<file path="config.mk">
export PLATFORM = sky130hd
export DESIGN_NAME = cfbu_core
export DESIGN_NICKNAME = d
export VERILOG_FILES = /design/src/cfbu_pkg.sv /design/src/cfbu_core.sv
export VERILOG_INCLUDE_DIRS = /design/src
export SDC_FILE = /design/constraint.sdc
export NUM_CORES = 1
export LEC_CHECK = 0
export BUFFER_PORTS_ARGS = -buffer_cell sky130_fd_sc_hd__buf_4
export CORE_MARGIN = 2
export CORE_UTILIZATION = 50
export CTS_BUF_LIST = sky130_fd_sc_hd__clkbuf_16
export DETAILED_ROUTE_END_ITERATION = 12
export PLACE_DENSITY = 0.75
export SYNTH_ARGS = -nofsm -noshare
export SYNTH_HDL_FRONTEND = slang
export SYNTH_SLANG_ARGS = --single-unit
export TNS_END_PERCENT = 5
</file>
<file path="constraint.sdc">
create_clock -name sys_clk -period 8.37 [get_ports sys_clk]
set_clock_uncertainty 0.05 [all_clocks]
set_input_delay 0.837 -clock sys_clk [delete_from_list [all_inputs] [get_ports sys_clk]]
set_output_delay 0.837 -clock sys_clk [all_outputs]
set_load 0.01 [all_outputs]
</file>
<file path="src/cfbu_regs.svh">
// Offsets, field positions, reset values and cycle counts of the branch unit.
// Assumes a plain register port with 4-bit address and 8-bit data.
`ifndef CFBU_REGS_SVH
`define CFBU_REGS_SVH

`define CFBU_REG_STATUS 4'h0
`define CFBU_REG_FARCALL 4'h1
`define CFBU_REG_PCLOW 4'h2
`define CFBU_REG_PCMID 4'h3
`define CFBU_REG_PCHIGH 4'h4
`define CFBU_REG_INFO 4'h5

`define CFBU_FLAG_CARRY 3'h0
`define CFBU_FLAG_ZERO 3'h1
`define CFBU_FLAG_NEG 3'h2
`define CFBU_FLAG_OVF 3'h3
`define CFBU_FLAG_SIGN 3'h4
`define CFBU_FLAG_HALF 3'h5
`define CFBU_FLAG_TBIT 3'h6
`define CFBU_FLAG_IEN 3'h7

`define CFBU_STATUS_RESET 8'h00
`define CFBU_FARCALL_RESET 6'h00
`define CFBU_PC_RESET 22'h000000

`define CFBU_CYC_BRANCH_TAKEN 3'h2
`define CFBU_CYC_PTRCALL_NARROW 3'h2
`define CFBU_CYC_PTRCALL_WIDE 3'h3
`define CFBU_CYC_FARCALL 3'h3
`define CFBU_CYC_RET_NARROW 3'h4
`define CFBU_CYC_RET_WIDE 3'h5
`define CFBU_CYC_ONE 3'h1

`endif

</file>
<file path="src/cfbu_pkg.sv">
// Types shared by the branch unit.
// Assumes nothing beyond the constants header.
`default_nettype none
package cfbu_pkg;

  typedef enum logic [5:0] {
    OP_NONE,
    OP_INDIRECT_CALL,
    OP_EXTENDED_INDIRECT_CALL,
    OP_SUBROUTINE_EXIT,
    OP_INTERRUPT_EXIT,
    OP_COMPARE_SKIP_EQUAL,
    OP_COMPARE_REGISTERS,
    OP_COMPARE_WITH_CARRY_IN,
    OP_COMPARE_IMMEDIATE,
    OP_REG_BIT_CLEAR_SKIP,
    OP_REG_BIT_SET_SKIP,
    OP_IO_BIT_CLEAR_SKIP,
    OP_IO_BIT_SET_SKIP,
    OP_BRANCH_STATUS_BIT_SET,
    OP_BRANCH_STATUS_BIT_CLEAR,
    OP_BRANCH_IF_ZERO,
    OP_BRANCH_IF_NONZERO,
    OP_BRANCH_CARRY_SET,
    OP_BRANCH_CARRY_CLEAR,
    OP_BRANCH_UNSIGNED_GE,
    OP_BRANCH_UNSIGNED_LT,
    OP_BRANCH_IF_NEGATIVE,
    OP_BRANCH_IF_POSITIVE,
    OP_BRANCH_SIGNED_GE,
    OP_BRANCH_SIGNED_LT,
    OP_BRANCH_HALF_CARRY_SET,
    OP_BRANCH_HALF_CARRY_CLEAR,
    OP_BRANCH_TFLAG_SET,
    OP_BRANCH_TFLAG_CLEAR,
    OP_BRANCH_OVERFLOW_SET,
    OP_BRANCH_OVERFLOW_CLEAR,
    OP_BRANCH_INTERRUPTS_ON,
    OP_BRANCH_INTERRUPTS_OFF
  } cfbu_op_e;

  typedef enum logic [0:0] {
    ST_IDLE,
    ST_EXEC
  } cfbu_fsm_e;

  typedef struct packed {
    cfbu_fsm_e fsm;
    logic [21:0] pc;
    logic [21:0] pcTarget;
    logic [7:0] status;
    logic setIenAtEnd;
    logic [5:0] farBits;
    logic [2:0] cnt;
    logic busy;
    logic done;
    logic push;
    logic [21:0] retAddr;
    logic [7:0] rdData;
  } cfbu_state_s;

endpackage

`default_nettype wire

</file>
<file path="src/cfbu_core.sv">
// Control-flow unit: calls, returns, compares, skips and flag branches.
// Assumes operands, I/O bit, stack value and next-word length come from
// neighbouring core logic on the same clock, valid beside instrValid.
`timescale 1ns/10ps
`default_nettype none
`include "cfbu_regs.svh"

module cfbu_core #(
  parameter int OFFSET_BITS = 12,
  parameter int PC_BITS = 22
) (
  input wire logic sys_clk,
  input wire logic rst,
  input wire logic instrValid,
  input wire cfbu_pkg::cfbu_op_e instrOp,
  input wire logic [7:0] rdVal,
  input wire logic [7:0] rrVal,
  input wire logic [7:0] immVal,
  input wire logic [2:0] bitSel,
  input wire logic [OFFSET_BITS-1:0] branchOffset,
  input wire logic ioBitVal,
  input wire logic nextIsLong,
  input wire logic pcWide,
  input wire logic [15:0] zPointer,
  input wire logic [21:0] stackPc,
  input wire logic [3:0] regAddr,
  input wire logic [7:0] regWdata,
  input wire logic regWrite,
  input wire logic regRead,
  output logic [7:0] regRdata,
  output logic [21:0] pcOut,
  output logic [7:0] statusOut,
  output logic busy,
  output logic instrDone,
  output logic retPush,
  output logic [21:0] retAddr
);

  ////////////////////////////////////////////////////////////////////////
  // Elaboration checks

  if (OFFSET_BITS < 2 || OFFSET_BITS > 22)
  begin : gOffsetRange
    $error("cfbu_core: OFFSET_BITS must lie in 2..22");
  end
  if (PC_BITS != 22)
  begin : gPcWidth
    $error("cfbu_core: PC_BITS must be 22");
  end

  ////////////////////////////////////////////////////////////////////////
  // State

  cfbu_pkg::cfbu_state_s s_q;
  cfbu_pkg::cfbu_state_s s_d;

  ////////////////////////////////////////////////////////////////////////
  // Compare arithmetic, shared by all three compares

  logic useCarryIn;
  logic [7:0] subB;
  logic [7:0] subRes;
  logic [8:0] subWide;
  logic flagH;
  logic flagV;
  logic flagC;
  logic flagN;
  logic flagZ;
  logic [7:0] cmpStatus;

  always_comb
  begin
    useCarryIn = (instrOp == cfbu_pkg::OP_COMPARE_WITH_CARRY_IN);
    subB = (instrOp == cfbu_pkg::OP_COMPARE_IMMEDIATE) ? immVal : rrVal;
    // Result is discarded; only flags are kept
    subWide = {1'b0, rdVal} - {1'b0, subB}
              - {8'h00, useCarryIn & s_q.status[`CFBU_FLAG_CARRY]};
    subRes = subWide[7:0];
    flagH = (~rdVal[3] & subB[3]) | (subB[3] & subRes[3]) | (subRes[3] & ~rdVal[3]);
    flagV = (rdVal[7] & ~subB[7] & ~subRes[7]) | (~rdVal[7] & subB[7] & subRes[7]);
    flagC = (~rdVal[7] & subB[7]) | (subB[7] & subRes[7]) | (subRes[7] & ~rdVal[7]);
    flagN = subRes[7];
    // With carry in, zero only survives if it was already set
    flagZ = (subRes == 8'h00) & (~useCarryIn | s_q.status[`CFBU_FLAG_ZERO]);
    cmpStatus = s_q.status;
    cmpStatus[`CFBU_FLAG_HALF] = flagH;
    cmpStatus[`CFBU_FLAG_OVF] = flagV;
    cmpStatus[`CFBU_FLAG_CARRY] = flagC;
    cmpStatus[`CFBU_FLAG_NEG] = flagN;
    cmpStatus[`CFBU_FLAG_ZERO] = flagZ;
    cmpStatus[`CFBU_FLAG_SIGN] = flagN ^ flagV;
  end

  ////////////////////////////////////////////////////////////////////////
  // Branch condition decode

  logic isBranch;
  logic branchTaken;
  logic [21:0] offsetExt;
  logic [21:0] branchTarget;
  logic [21:0] pcNext;
  logic [21:0] skipTarget;
  logic [7:0] st;

  always_comb
  begin
    st = s_q.status;
    isBranch = 1'b1;
    branchTaken = 1'b0;
    case (instrOp)
      cfbu_pkg::OP_BRANCH_STATUS_BIT_SET: branchTaken = st[bitSel];
      cfbu_pkg::OP_BRANCH_STATUS_BIT_CLEAR: branchTaken = ~st[bitSel];
      cfbu_pkg::OP_BRANCH_SIGNED_GE:
        branchTaken = ~(st[`CFBU_FLAG_NEG] ^ st[`CFBU_FLAG_OVF]);
      cfbu_pkg::OP_BRANCH_SIGNED_LT:
        branchTaken = st[`CFBU_FLAG_NEG] ^ st[`CFBU_FLAG_OVF];
      cfbu_pkg::OP_BRANCH_UNSIGNED_GE: branchTaken = ~st[`CFBU_FLAG_CARRY];
      cfbu_pkg::OP_BRANCH_UNSIGNED_LT: branchTaken = st[`CFBU_FLAG_CARRY];
      cfbu_pkg::OP_BRANCH_HALF_CARRY_SET: branchTaken = st[`CFBU_FLAG_HALF];
      cfbu_pkg::OP_BRANCH_HALF_CARRY_CLEAR: branchTaken = ~st[`CFBU_FLAG_HALF];
      cfbu_pkg::OP_BRANCH_OVERFLOW_SET: branchTaken = st[`CFBU_FLAG_OVF];
      cfbu_pkg::OP_BRANCH_OVERFLOW_CLEAR: branchTaken = ~st[`CFBU_FLAG_OVF];
      cfbu_pkg::OP_BRANCH_INTERRUPTS_ON: branchTaken = st[`CFBU_FLAG_IEN];
      cfbu_pkg::OP_BRANCH_INTERRUPTS_OFF: branchTaken = ~st[`CFBU_FLAG_IEN];
      cfbu_pkg::OP_BRANCH_TFLAG_SET: branchTaken = st[`CFBU_FLAG_TBIT];
      cfbu_pkg::OP_BRANCH_TFLAG_CLEAR: branchTaken = ~st[`CFBU_FLAG_TBIT];
      cfbu_pkg::OP_BRANCH_CARRY_SET: branchTaken = st[`CFBU_FLAG_CARRY];
      cfbu_pkg::OP_BRANCH_CARRY_CLEAR: branchTaken = ~st[`CFBU_FLAG_CARRY];
      cfbu_pkg::OP_BRANCH_IF_ZERO: branchTaken = st[`CFBU_FLAG_ZERO];
      cfbu_pkg::OP_BRANCH_IF_NONZERO: branchTaken = ~st[`CFBU_FLAG_ZERO];
      cfbu_pkg::OP_BRANCH_IF_NEGATIVE: branchTaken = st[`CFBU_FLAG_NEG];
      cfbu_pkg::OP_BRANCH_IF_POSITIVE: branchTaken = ~st[`CFBU_FLAG_NEG];
      default: isBranch = 1'b0;
    endcase
    // Offset is signed; sign-extend to the full counter width
    offsetExt = {{(22 - OFFSET_BITS){branchOffset[OFFSET_BITS-1]}}, branchOffset};
    pcNext = s_q.pc + 22'h000001;
    branchTarget = pcNext + offsetExt;
    // Skipping a two-word instruction jumps one word further
    skipTarget = s_q.pc + (nextIsLong ? 22'h000003 : 22'h000002);
  end

  ////////////////////////////////////////////////////////////////////////
  // Skip condition decode

  logic isSkip;
  logic skipTaken;
  logic ioSkip;

  always_comb
  begin
    isSkip = 1'b1;
    skipTaken = 1'b0;
    ioSkip = 1'b0;
    case (instrOp)
      cfbu_pkg::OP_COMPARE_SKIP_EQUAL: skipTaken = (rdVal == rrVal);
      cfbu_pkg::OP_REG_BIT_CLEAR_SKIP: skipTaken = ~rrVal[bitSel];
      cfbu_pkg::OP_REG_BIT_SET_SKIP: skipTaken = rrVal[bitSel];
      cfbu_pkg::OP_IO_BIT_CLEAR_SKIP:
      begin
        skipTaken = ~ioBitVal;
        ioSkip = 1'b1;
      end
      cfbu_pkg::OP_IO_BIT_SET_SKIP:
      begin
        skipTaken = ioBitVal;
        ioSkip = 1'b1;
      end
      default: isSkip = 1'b0;
    endcase
  end

  ////////////////////////////////////////////////////////////////////////
  // Per-instruction target and cycle count

  logic [21:0] target;
  logic [2:0] cycles;
  logic isCall;
  logic isCompare;
  logic isIntExit;

  always_comb
  begin
    target = pcNext;
    cycles = `CFBU_CYC_ONE;
    isCall = 1'b0;
    isCompare = 1'b0;
    isIntExit = 1'b0;
    case (instrOp)
      cfbu_pkg::OP_INDIRECT_CALL:
      begin
        target = {6'h00, zPointer};
        cycles = pcWide ? `CFBU_CYC_PTRCALL_WIDE : `CFBU_CYC_PTRCALL_NARROW;
        isCall = 1'b1;
      end
      cfbu_pkg::OP_EXTENDED_INDIRECT_CALL:
      begin
        target = {s_q.farBits, zPointer};
        cycles = `CFBU_CYC_FARCALL;
        isCall = 1'b1;
      end
      cfbu_pkg::OP_SUBROUTINE_EXIT,
      cfbu_pkg::OP_INTERRUPT_EXIT:
      begin
        target = stackPc;
        cycles = pcWide ? `CFBU_CYC_RET_WIDE : `CFBU_CYC_RET_NARROW;
        isIntExit = (instrOp == cfbu_pkg::OP_INTERRUPT_EXIT);
      end
      cfbu_pkg::OP_COMPARE_REGISTERS,
      cfbu_pkg::OP_COMPARE_WITH_CARRY_IN,
      cfbu_pkg::OP_COMPARE_IMMEDIATE:
      begin
        isCompare = 1'b1;
        cycles = `CFBU_CYC_ONE;
      end
      default:
      begin
        if (isBranch && branchTaken)
        begin
          target = branchTarget;
          cycles = `CFBU_CYC_BRANCH_TAKEN;
        end
        else if (isSkip && skipTaken)
        begin
          target = skipTarget;
          // One extra cycle per skipped word, one more for the I/O read
          cycles = (nextIsLong ? 3'h3 : 3'h2) + {2'b00, ioSkip};
        end
        else if (isSkip)
        begin
          cycles = `CFBU_CYC_ONE + {2'b00, ioSkip};
        end
      end
    endcase
  end

  ////////////////////////////////////////////////////////////////////////
  // Next state

  logic accept;

  always_comb
  begin
    s_d = s_q;
    s_d.done = 1'b0;
    s_d.push = 1'b0;
    accept = instrValid && (s_q.fsm == cfbu_pkg::ST_IDLE) && (instrOp != cfbu_pkg::OP_NONE);

    // Software writes first, so hardware updates below take precedence
    if (regWrite)
    begin
      case (regAddr)
        `CFBU_REG_STATUS: s_d.status = regWdata;
        `CFBU_REG_FARCALL: s_d.farBits = regWdata[5:0];
        default: s_d.status = s_d.status;
      endcase
    end

    // Read data stands only in the cycle after the strobe
    s_d.rdData = 8'h00;
    if (regRead)
    begin
      case (regAddr)
        `CFBU_REG_STATUS: s_d.rdData = s_q.status;
        `CFBU_REG_FARCALL: s_d.rdData = {2'b00, s_q.farBits};
        `CFBU_REG_PCLOW: s_d.rdData = s_q.pc[7:0];
        `CFBU_REG_PCMID: s_d.rdData = s_q.pc[15:8];
        `CFBU_REG_PCHIGH: s_d.rdData = {2'b00, s_q.pc[21:16]};
        `CFBU_REG_INFO: s_d.rdData = {4'h0, s_q.cnt, s_q.busy};
        default: s_d.rdData = 8'h00;
      endcase
    end

    case (s_q.fsm)
      cfbu_pkg::ST_IDLE:
      begin
        if (accept)
        begin
          if (isCompare)
          begin
            s_d.status = cmpStatus;
          end
          if (isCall)
          begin
            // Return address handed to the stack logic at once
            s_d.push = 1'b1;
            s_d.retAddr = pcNext;
          end
          if (cycles == `CFBU_CYC_ONE)
          begin
            s_d.pc = target;
            s_d.done = 1'b1;
          end
          else
          begin
            s_d.fsm = cfbu_pkg::ST_EXEC;
            s_d.pcTarget = target;
            s_d.cnt = cycles - 3'h1;
            s_d.busy = 1'b1;
            s_d.setIenAtEnd = isIntExit;
          end
        end
      end
      cfbu_pkg::ST_EXEC:
      begin
        s_d.cnt = s_q.cnt - 3'h1;
        if (s_q.cnt == 3'h1)
        begin
          s_d.fsm = cfbu_pkg::ST_IDLE;
          s_d.pc = s_q.pcTarget;
          s_d.busy = 1'b0;
          s_d.done = 1'b1;
          if (s_q.setIenAtEnd)
          begin
            s_d.status[`CFBU_FLAG_IEN] = 1'b1;
          end
          s_d.setIenAtEnd = 1'b0;
        end
      end
      default:
      begin
        s_d.fsm = cfbu_pkg::ST_IDLE;
        s_d.busy = 1'b0;
        s_d.cnt = 3'h0;
      end
    endcase
  end

  ////////////////////////////////////////////////////////////////////////
  // Registers

  always_ff @(posedge sys_clk or posedge rst)
  begin
    if (rst)
    begin
      s_q.fsm <= cfbu_pkg::ST_IDLE;
      s_q.pc <= `CFBU_PC_RESET;
      s_q.pcTarget <= `CFBU_PC_RESET;
      s_q.status <= `CFBU_STATUS_RESET;
      s_q.setIenAtEnd <= 1'b0;
      s_q.farBits <= `CFBU_FARCALL_RESET;
      s_q.cnt <= 3'h0;
      s_q.busy <= 1'b0;
      s_q.done <= 1'b0;
      s_q.push <= 1'b0;
      s_q.retAddr <= `CFBU_PC_RESET;
      s_q.rdData <= 8'h00;
    end
    else
    begin
      s_q <= s_d;
    end
  end

  ////////////////////////////////////////////////////////////////////////
  // Outputs, all straight from the state flops

  assign regRdata = s_q.rdData;
  assign pcOut = s_q.pc;
  assign statusOut = s_q.status;
  assign busy = s_q.busy;
  assign instrDone = s_q.done;
  assign retPush = s_q.push;
  assign retAddr = s_q.retAddr;

endmodule

`default_nettype wire

</file>
; ---- Word-level counts from Yosys, hierarchy flattened
; Index checks and enable logic that the tools add are counted.
[totals]
elab_cells = 177
reg_bits = 96
in_bits = 103
[classes]
reduce_logical = 21
eq_ne = 46
n_bitwise = 37
mux = 49
n_lt_le_gt_ge = 1
n_addsub = 9
[op_table]
columns = op, n
row1 = $eq 6x5->1 const B, 16
row2 = $mux 22, 4
row3 = $pmux 22 s4, 1
row4 = $mux 23, 3
row5 = $mux 54, 1
row6 = $eq 6x4->1 const B, 8
row7 = $pmux 8 s6, 1
row8 = $pmux 23 s2, 1
row9 = $mux 8, 5
row10 = $mux 28, 1
row11 = $eq 6x3->1 const B, 4
row12 = $add 22x1->22 const B, 1
row13 = $add 22x2->22, 1
row14 = $add 22x22->22, 1
row15 = $reduce_or 20->1, 1
row16 = $mux 1, 18
row17 = $not 1->1, 18
row18 = $pmux 1 s18, 1
row19 = $eq 6x2->1 const B, 2
row20 = $pmux 3 s4, 1
row21 = $reduce_and 3->1, 4
row22 = $and 1x1->1, 11
row23 = $pmux 5 s2, 1
row24 = $reduce_or 2->1, 5
row25 = other kinds (32), 53

; ---- Logic depth before layout (Yosys ltp)
[logic_depth]
word_depth = 12
depth_mapped = 16
depth_no_buf = 15

; ---- Worst setup path after synthesis
; OpenSTA, ideal clock, no wires.
[synth_path]
kind = input-to-reg
start = input port instrOp[1]
end = register s_q, in the netlist statusOut[3]
path_buffers = 2
required_time_ps = 8196
arrival_time_ps = 3923
slack_ps = 4273
path_stages = 16
path_cell_list = buf_2 -> buf_2 -> nor3_1 -> nand2_1 -> mux2_2 -> fa_1 -> inv_1 -> ha_1 -> nand2_1 -> a21boi_0 -> o21a_1 -> o21a_1 -> o21ai_0 -> a21oi_1 -> o21a_1 -> o31a_1
[synth_rtl]
columns = element, line_no
row1 = start: declaration, cfbu_core.sv:15  ; input wire cfbu_pkg::cfbu_op_e instrOp,
row2 = end: declaration, cfbu_core.sv:54  ; cfbu_pkg::cfbu_state_s s_q;

; ---- Final worst setup path
[layout_path]
start = input port bitSel[1]
end = register s_q, in the netlist pcOut[18]
[layout_via]
elab_chain_cells = 11
word_cells_on_any_way = 22
cone_classes = 2 x eq/ne / 15 x mux / 2 x bitwise / 3 x reduce/logical
[layout_rtl]
columns = element, line_no
row1 = start: declaration, cfbu_core.sv:19  ; input wire logic [2:0] bitSel,
row2 = $bmux 1 s3, "cfbu_core.sv:157, cfbu_core.sv:158"
row3 = $mux 1 (implied by the code), "cfbu_core.sv:157, cfbu_core.sv:158"
row4 = $not 1->1, cfbu_core.sv:157  ; cfbu_pkg::OP_REG_BIT_CLEAR_SKIP: skipTaken = ~rrVal[bitSel];
row5 = $pmux 1 s5, cfbu_core.sv:155  ; case (instrOp)
row6 = $logic_and 1x1->1, cfbu_core.sv:223  ; else if (isSkip && skipTaken)
row7 = $mux 3 / $mux 22 (equally long branches), cfbu_core.sv:223
row8 = $mux 3 / $mux 22 (equally long branches), cfbu_core.sv:218  ; if (isBranch && branchTaken)
row9 = $pmux 3 s4 / $pmux 22 s4 (equally long branches), cfbu_core.sv:189  ; case (instrOp)
row10 = $eq 3x1->1 (no line) / $mux 22 (equally long branches), n/a
row11 = $ne 2x1->1 (no line) / $mux 54 (equally long branches), n/a
row12 = $reduce_and 3->1 (no line) / $pmux 23 s2 (equally long branches), n/a
; Several ways; a longest one is shown, not always the timed one. The select of a mux whose other input is x is not followed.
; A chain may end at the register's enable or synchronous reset.

==> flow_metrics.py <==
metrics = {
    "worst_setup_path": {
        "start_kind": "input port",
        "r2r-end": "pcOut[18]$_DFFE_PP0P_",
        "reg2reg_from": "statusOut[3]$_DFF_PP0_",
        "rrSetupSlack_ns": 3.49,
        "end_kind": "flop",
        "reg2reg_depth": 13,
        "crit_type": "input port to flop",
        "critPathRequiredTime_ns": 8.59,
        "worstPathMaxFanout": 26,
        "arrival_ns": 5.13,
    },
    "grt": {
        "grt_overflow": 0,
        "track_usage_pct": 31.71,
        "antenna_found_initial": 0,
        "grt_max_degree": 59,
        "grt_pass1_vias": 8177,
        "grt_pass1_wl_um": 45400,
    },
    "detailed_routing": {
        "drt_iter0_drc": 999,
        "num_vias": 8703,
        "firstDrtPassIters": 6,
        "via_per_inst": 6.362,
        "drtAntennaViolNets": 0,
        "drcViolationCount": 0,
        "wl_per_cell_um": 21.76,
        "wirelength_um": 29770,
    },
    "placed_design": {
        "portBuffers": 165,
        "gp_congestion": 1.096,
        "dp_hpwl_um": 22560,
        "dp.cells": 1352,
        "dpl_cell_area_um2": 9793,
    },
    "power": {
        "finalPower_mw": 2.910,
        "switching_share_pct": 47.31,
        "p_comb_share_pct": 54.1,
        "peakVddDrop_v": 0.0001387,
        "p_switching_mw": 1.377,
        "p_int_mw": 1.533,
        "power.leakage_nw": 4.560,
        "seq_power_share_pct": 30.6,
        "power_density_nw_per_um2": 288.0,
        "pwr-share-clk_pct": 15.3,
    },
    "worst_hold_path": {
        "min_to": "retAddr[6]$_DFFE_PP0P_",
        "hold_start": "retAddr[6]$_DFFE_PP0P_",
        "holdCritPathClass": "flop to flop",
        "min_path_cells": 2,
    },
    "logic_synthesis": {
        "synth-seq-cells": 96,
        "ys.flop_type": "dfrtp_1",
        "synth_edf_count": 0,
        "synthCells": 1072,
        "ys_types": 89,
        "synthArstFlopShare_pct": 100.0,
        "syn_avg_cell_area_um2": 8.299,
        "synth_nets": 1221,
        "synth_area_um2": 8896,
        "synth_warnings": 0,
        "seq_area_frac_synth_pct": 27.00,
    },
    "clock_network": {
        "root_buffer": "clkbuf_16",
        "cts_tree": "yes",
        "clk_path_buf_depth": 2,
        "numCtsBuffers": 9,
        "post-cts-setup-buffer-count": 0,
        "clk_pin_slew_ns": 0.07,
        "post_cts_resized": 0,
        "clock_latency_ns": 0.37,
        "h-tree-depth": 3,
        "hold_buffers": 0,
        "clock_sinks": 96,
    },
    "timing": {
        "slew_violations": 0,
        "post-route-period-util_pct": 58.69,
        "min_period_ns": 4.912,
        "hold_viol": 0,
        "setup_viol": 0,
        "slew_headroom_pct": 20.90,
        "tightestPinTransition_ns": 1.177,
        "rsz0062_at_grt": "false",
        "fmax_mhz": 203.6,
        "fin_setup_tns_ns": 0,
    },
    "final_layout": {
        "n_antenna_cell": 0,
        "syn2layout_area_growth_pct": 13.57,
        "final_common_cell": "buf_4",
        "finalNonFillerCells": 1368,
        "fin_nets": 1287,
        "drive_above_1_share_pct": 21.35,
        "final_cell_area_um2": 10100,
        "final_core_util_pct": 58.21,
        "final_cell_mix": "buf_4 (174), nand2_1 (127), dfrtp_1 (96)",
    },
    "floorplanning": {
        "io_pins": 166,
        "core_area_um2": 17360,
        "die_w_um": 137.4,
        "die_area_um2": 18870,
        "die_height_um": 137.4,
        "rows": 48,
        "start_util_pct": 51.25,
    },
    "flow_run": {
        "maxCapViolations": 0,
    },
    "run_status": {
        "status": "complete, no violations",
    },
}
-- routing by layer --
layer / routed length [um] / vias to the layer above / GRT usage (%)
met5: 0 / - / 0
met1: 12100 / 4145 / 42.62
met2: 13330 / 479 / 48.34
met3: 2943 / 86 / 6.365
li1: - / 3993 / -
met4: 1404 / 0 / 16.15
-- state kept, by name, summed over array words and instances (netlist names) --
signal,flops
s_q,33
regRdata,8
retAddr,22
instrDone,1
statusOut,8
busy,1
retPush,1
pcOut,22
-- how the worst max path moves through the flow --
stage	startpoint	end	slack [ns]	depth (start not counted)
after detailed placement	bitSel[1]	pcOut[18]$_DFFE_PP0P_	3.24	14
after floorplan	instrOp[1]	statusOut[3]$_DFF_PP0_	4.27	16
final	bitSel[1]	pcOut[18]$_DFFE_PP0P_	3.46	14
after global routing	pcOut[1]$_DFFE_PP0P_	pcOut[19]$_DFFE_PP0P_	3.22	15
after CTS	bitSel[1]	pcOut[18]$_DFFE_PP0P_	3.61	14
after global placement	bitSel[1]	pcOut[18]$_DFFE_PP0P_	3.34	14
-- through the flow --
| step | setup WS (ns) | hold WS, ns |
|---|---|---|
| after floorplan | 4.273 | 0.3970 |
| after global routing | 3.218 | 0.4495 |
| after detailed placement | 3.238 | 0.4146 |
| after global placement | 3.342 | 0.4107 |
| after CTS | 3.605 | 0.4308 |
| final | 3.458 | 0.4281 |
-- power groups by stage --
stage	clock network (mW)	logic, mW	registers (mW)
5_1_grt	0.467	1.72	0.906
6_report	0.444	1.58	0.890
3_3_place_gp	0	1.52	0.881
3_5_place_dp	0	1.54	0.887
2_1_floorplan	0	1.25	0.727
4_1_cts	0.447	1.55	0.878
-- final cells by class --
type	instances	area [um^2]
fillers	1632	7253
multi-input cells	808	5617
flip-flops and latches	96	2402
repair buffers	174	1306
well taps	225	281.5
clock buffers	9	225.2
inverters	49	186.4
clock inverters	7	85.08
-- kinds of logic (layout without fill, tap and decap cells) --
| group | after synthesis | after routing | share of synthesized area [%] |
|---|---|---|---|
| buffers and inverters | 168 | 239 | 10.01 |
| and+or+nand+nor | 335 | 335 | 18.23 |
| AOI/OAI and AO/OA | 309 | 309 | 24.53 |
| DFF | 96 | 96 | 27.00 |
| xor gates and xnor gates | 67 | 67 | 6.596 |
| adders and majority gates | 46 | 46 | 6.723 |
| muxes | 51 | 51 | 6.906 |
-- cells in the mapped netlist, types with 6 or more instances --
cell      instances  share of area [%]
nand2_1         127                5.4
dfrtp_1          96                 27
nor2_1           75                3.2
a21oi_1          61                3.4
buf_4            61                5.1
o21ai_0          55                3.1
inv_1            48                2.0
ha_1             43                6.0
clkbuf_1         40                1.7
xor2_1           34                3.3
xnor2_1          33                3.2
nand3_1          27                1.5
mux2_2           24                3.0
mux2i_1          22                2.5
nor3_1           21                1.2
a22oi_1          20                1.7
o31ai_1          19                1.6
a31oi_1          17                1.2
a222oi_1         15                1.7
o21ai_1          15               0.84
nand4_1          14               0.98
buf_2            13               0.73
a21o_1           11               0.93
a211oi_1          9               0.76
nand2b_1          9               0.63
nor2b_1           9               0.63
o21a_1            9               0.76
o22ai_1           9               0.63
a21boi_0          7               0.59
o211ai_1          7               0.59
or3_1             7               0.49
and3_1            6               0.42
nor4_1            6               0.42
-- critical path, stage by stage --
cell     delay, ns
buf_4         0.11
mux4_1        0.54
mux2i_1       0.24
mux2i_1       0.13
and4_4        0.21
or3_1         0.30
buf_4         0.25
a21oi_1       0.20
o211a_1       0.21
ha_1          0.30
inv_1         0.14
nor4_2        1.02
nand2_1       0.33
o31ai_1       0.31
(Power assumes the default switching activity.)
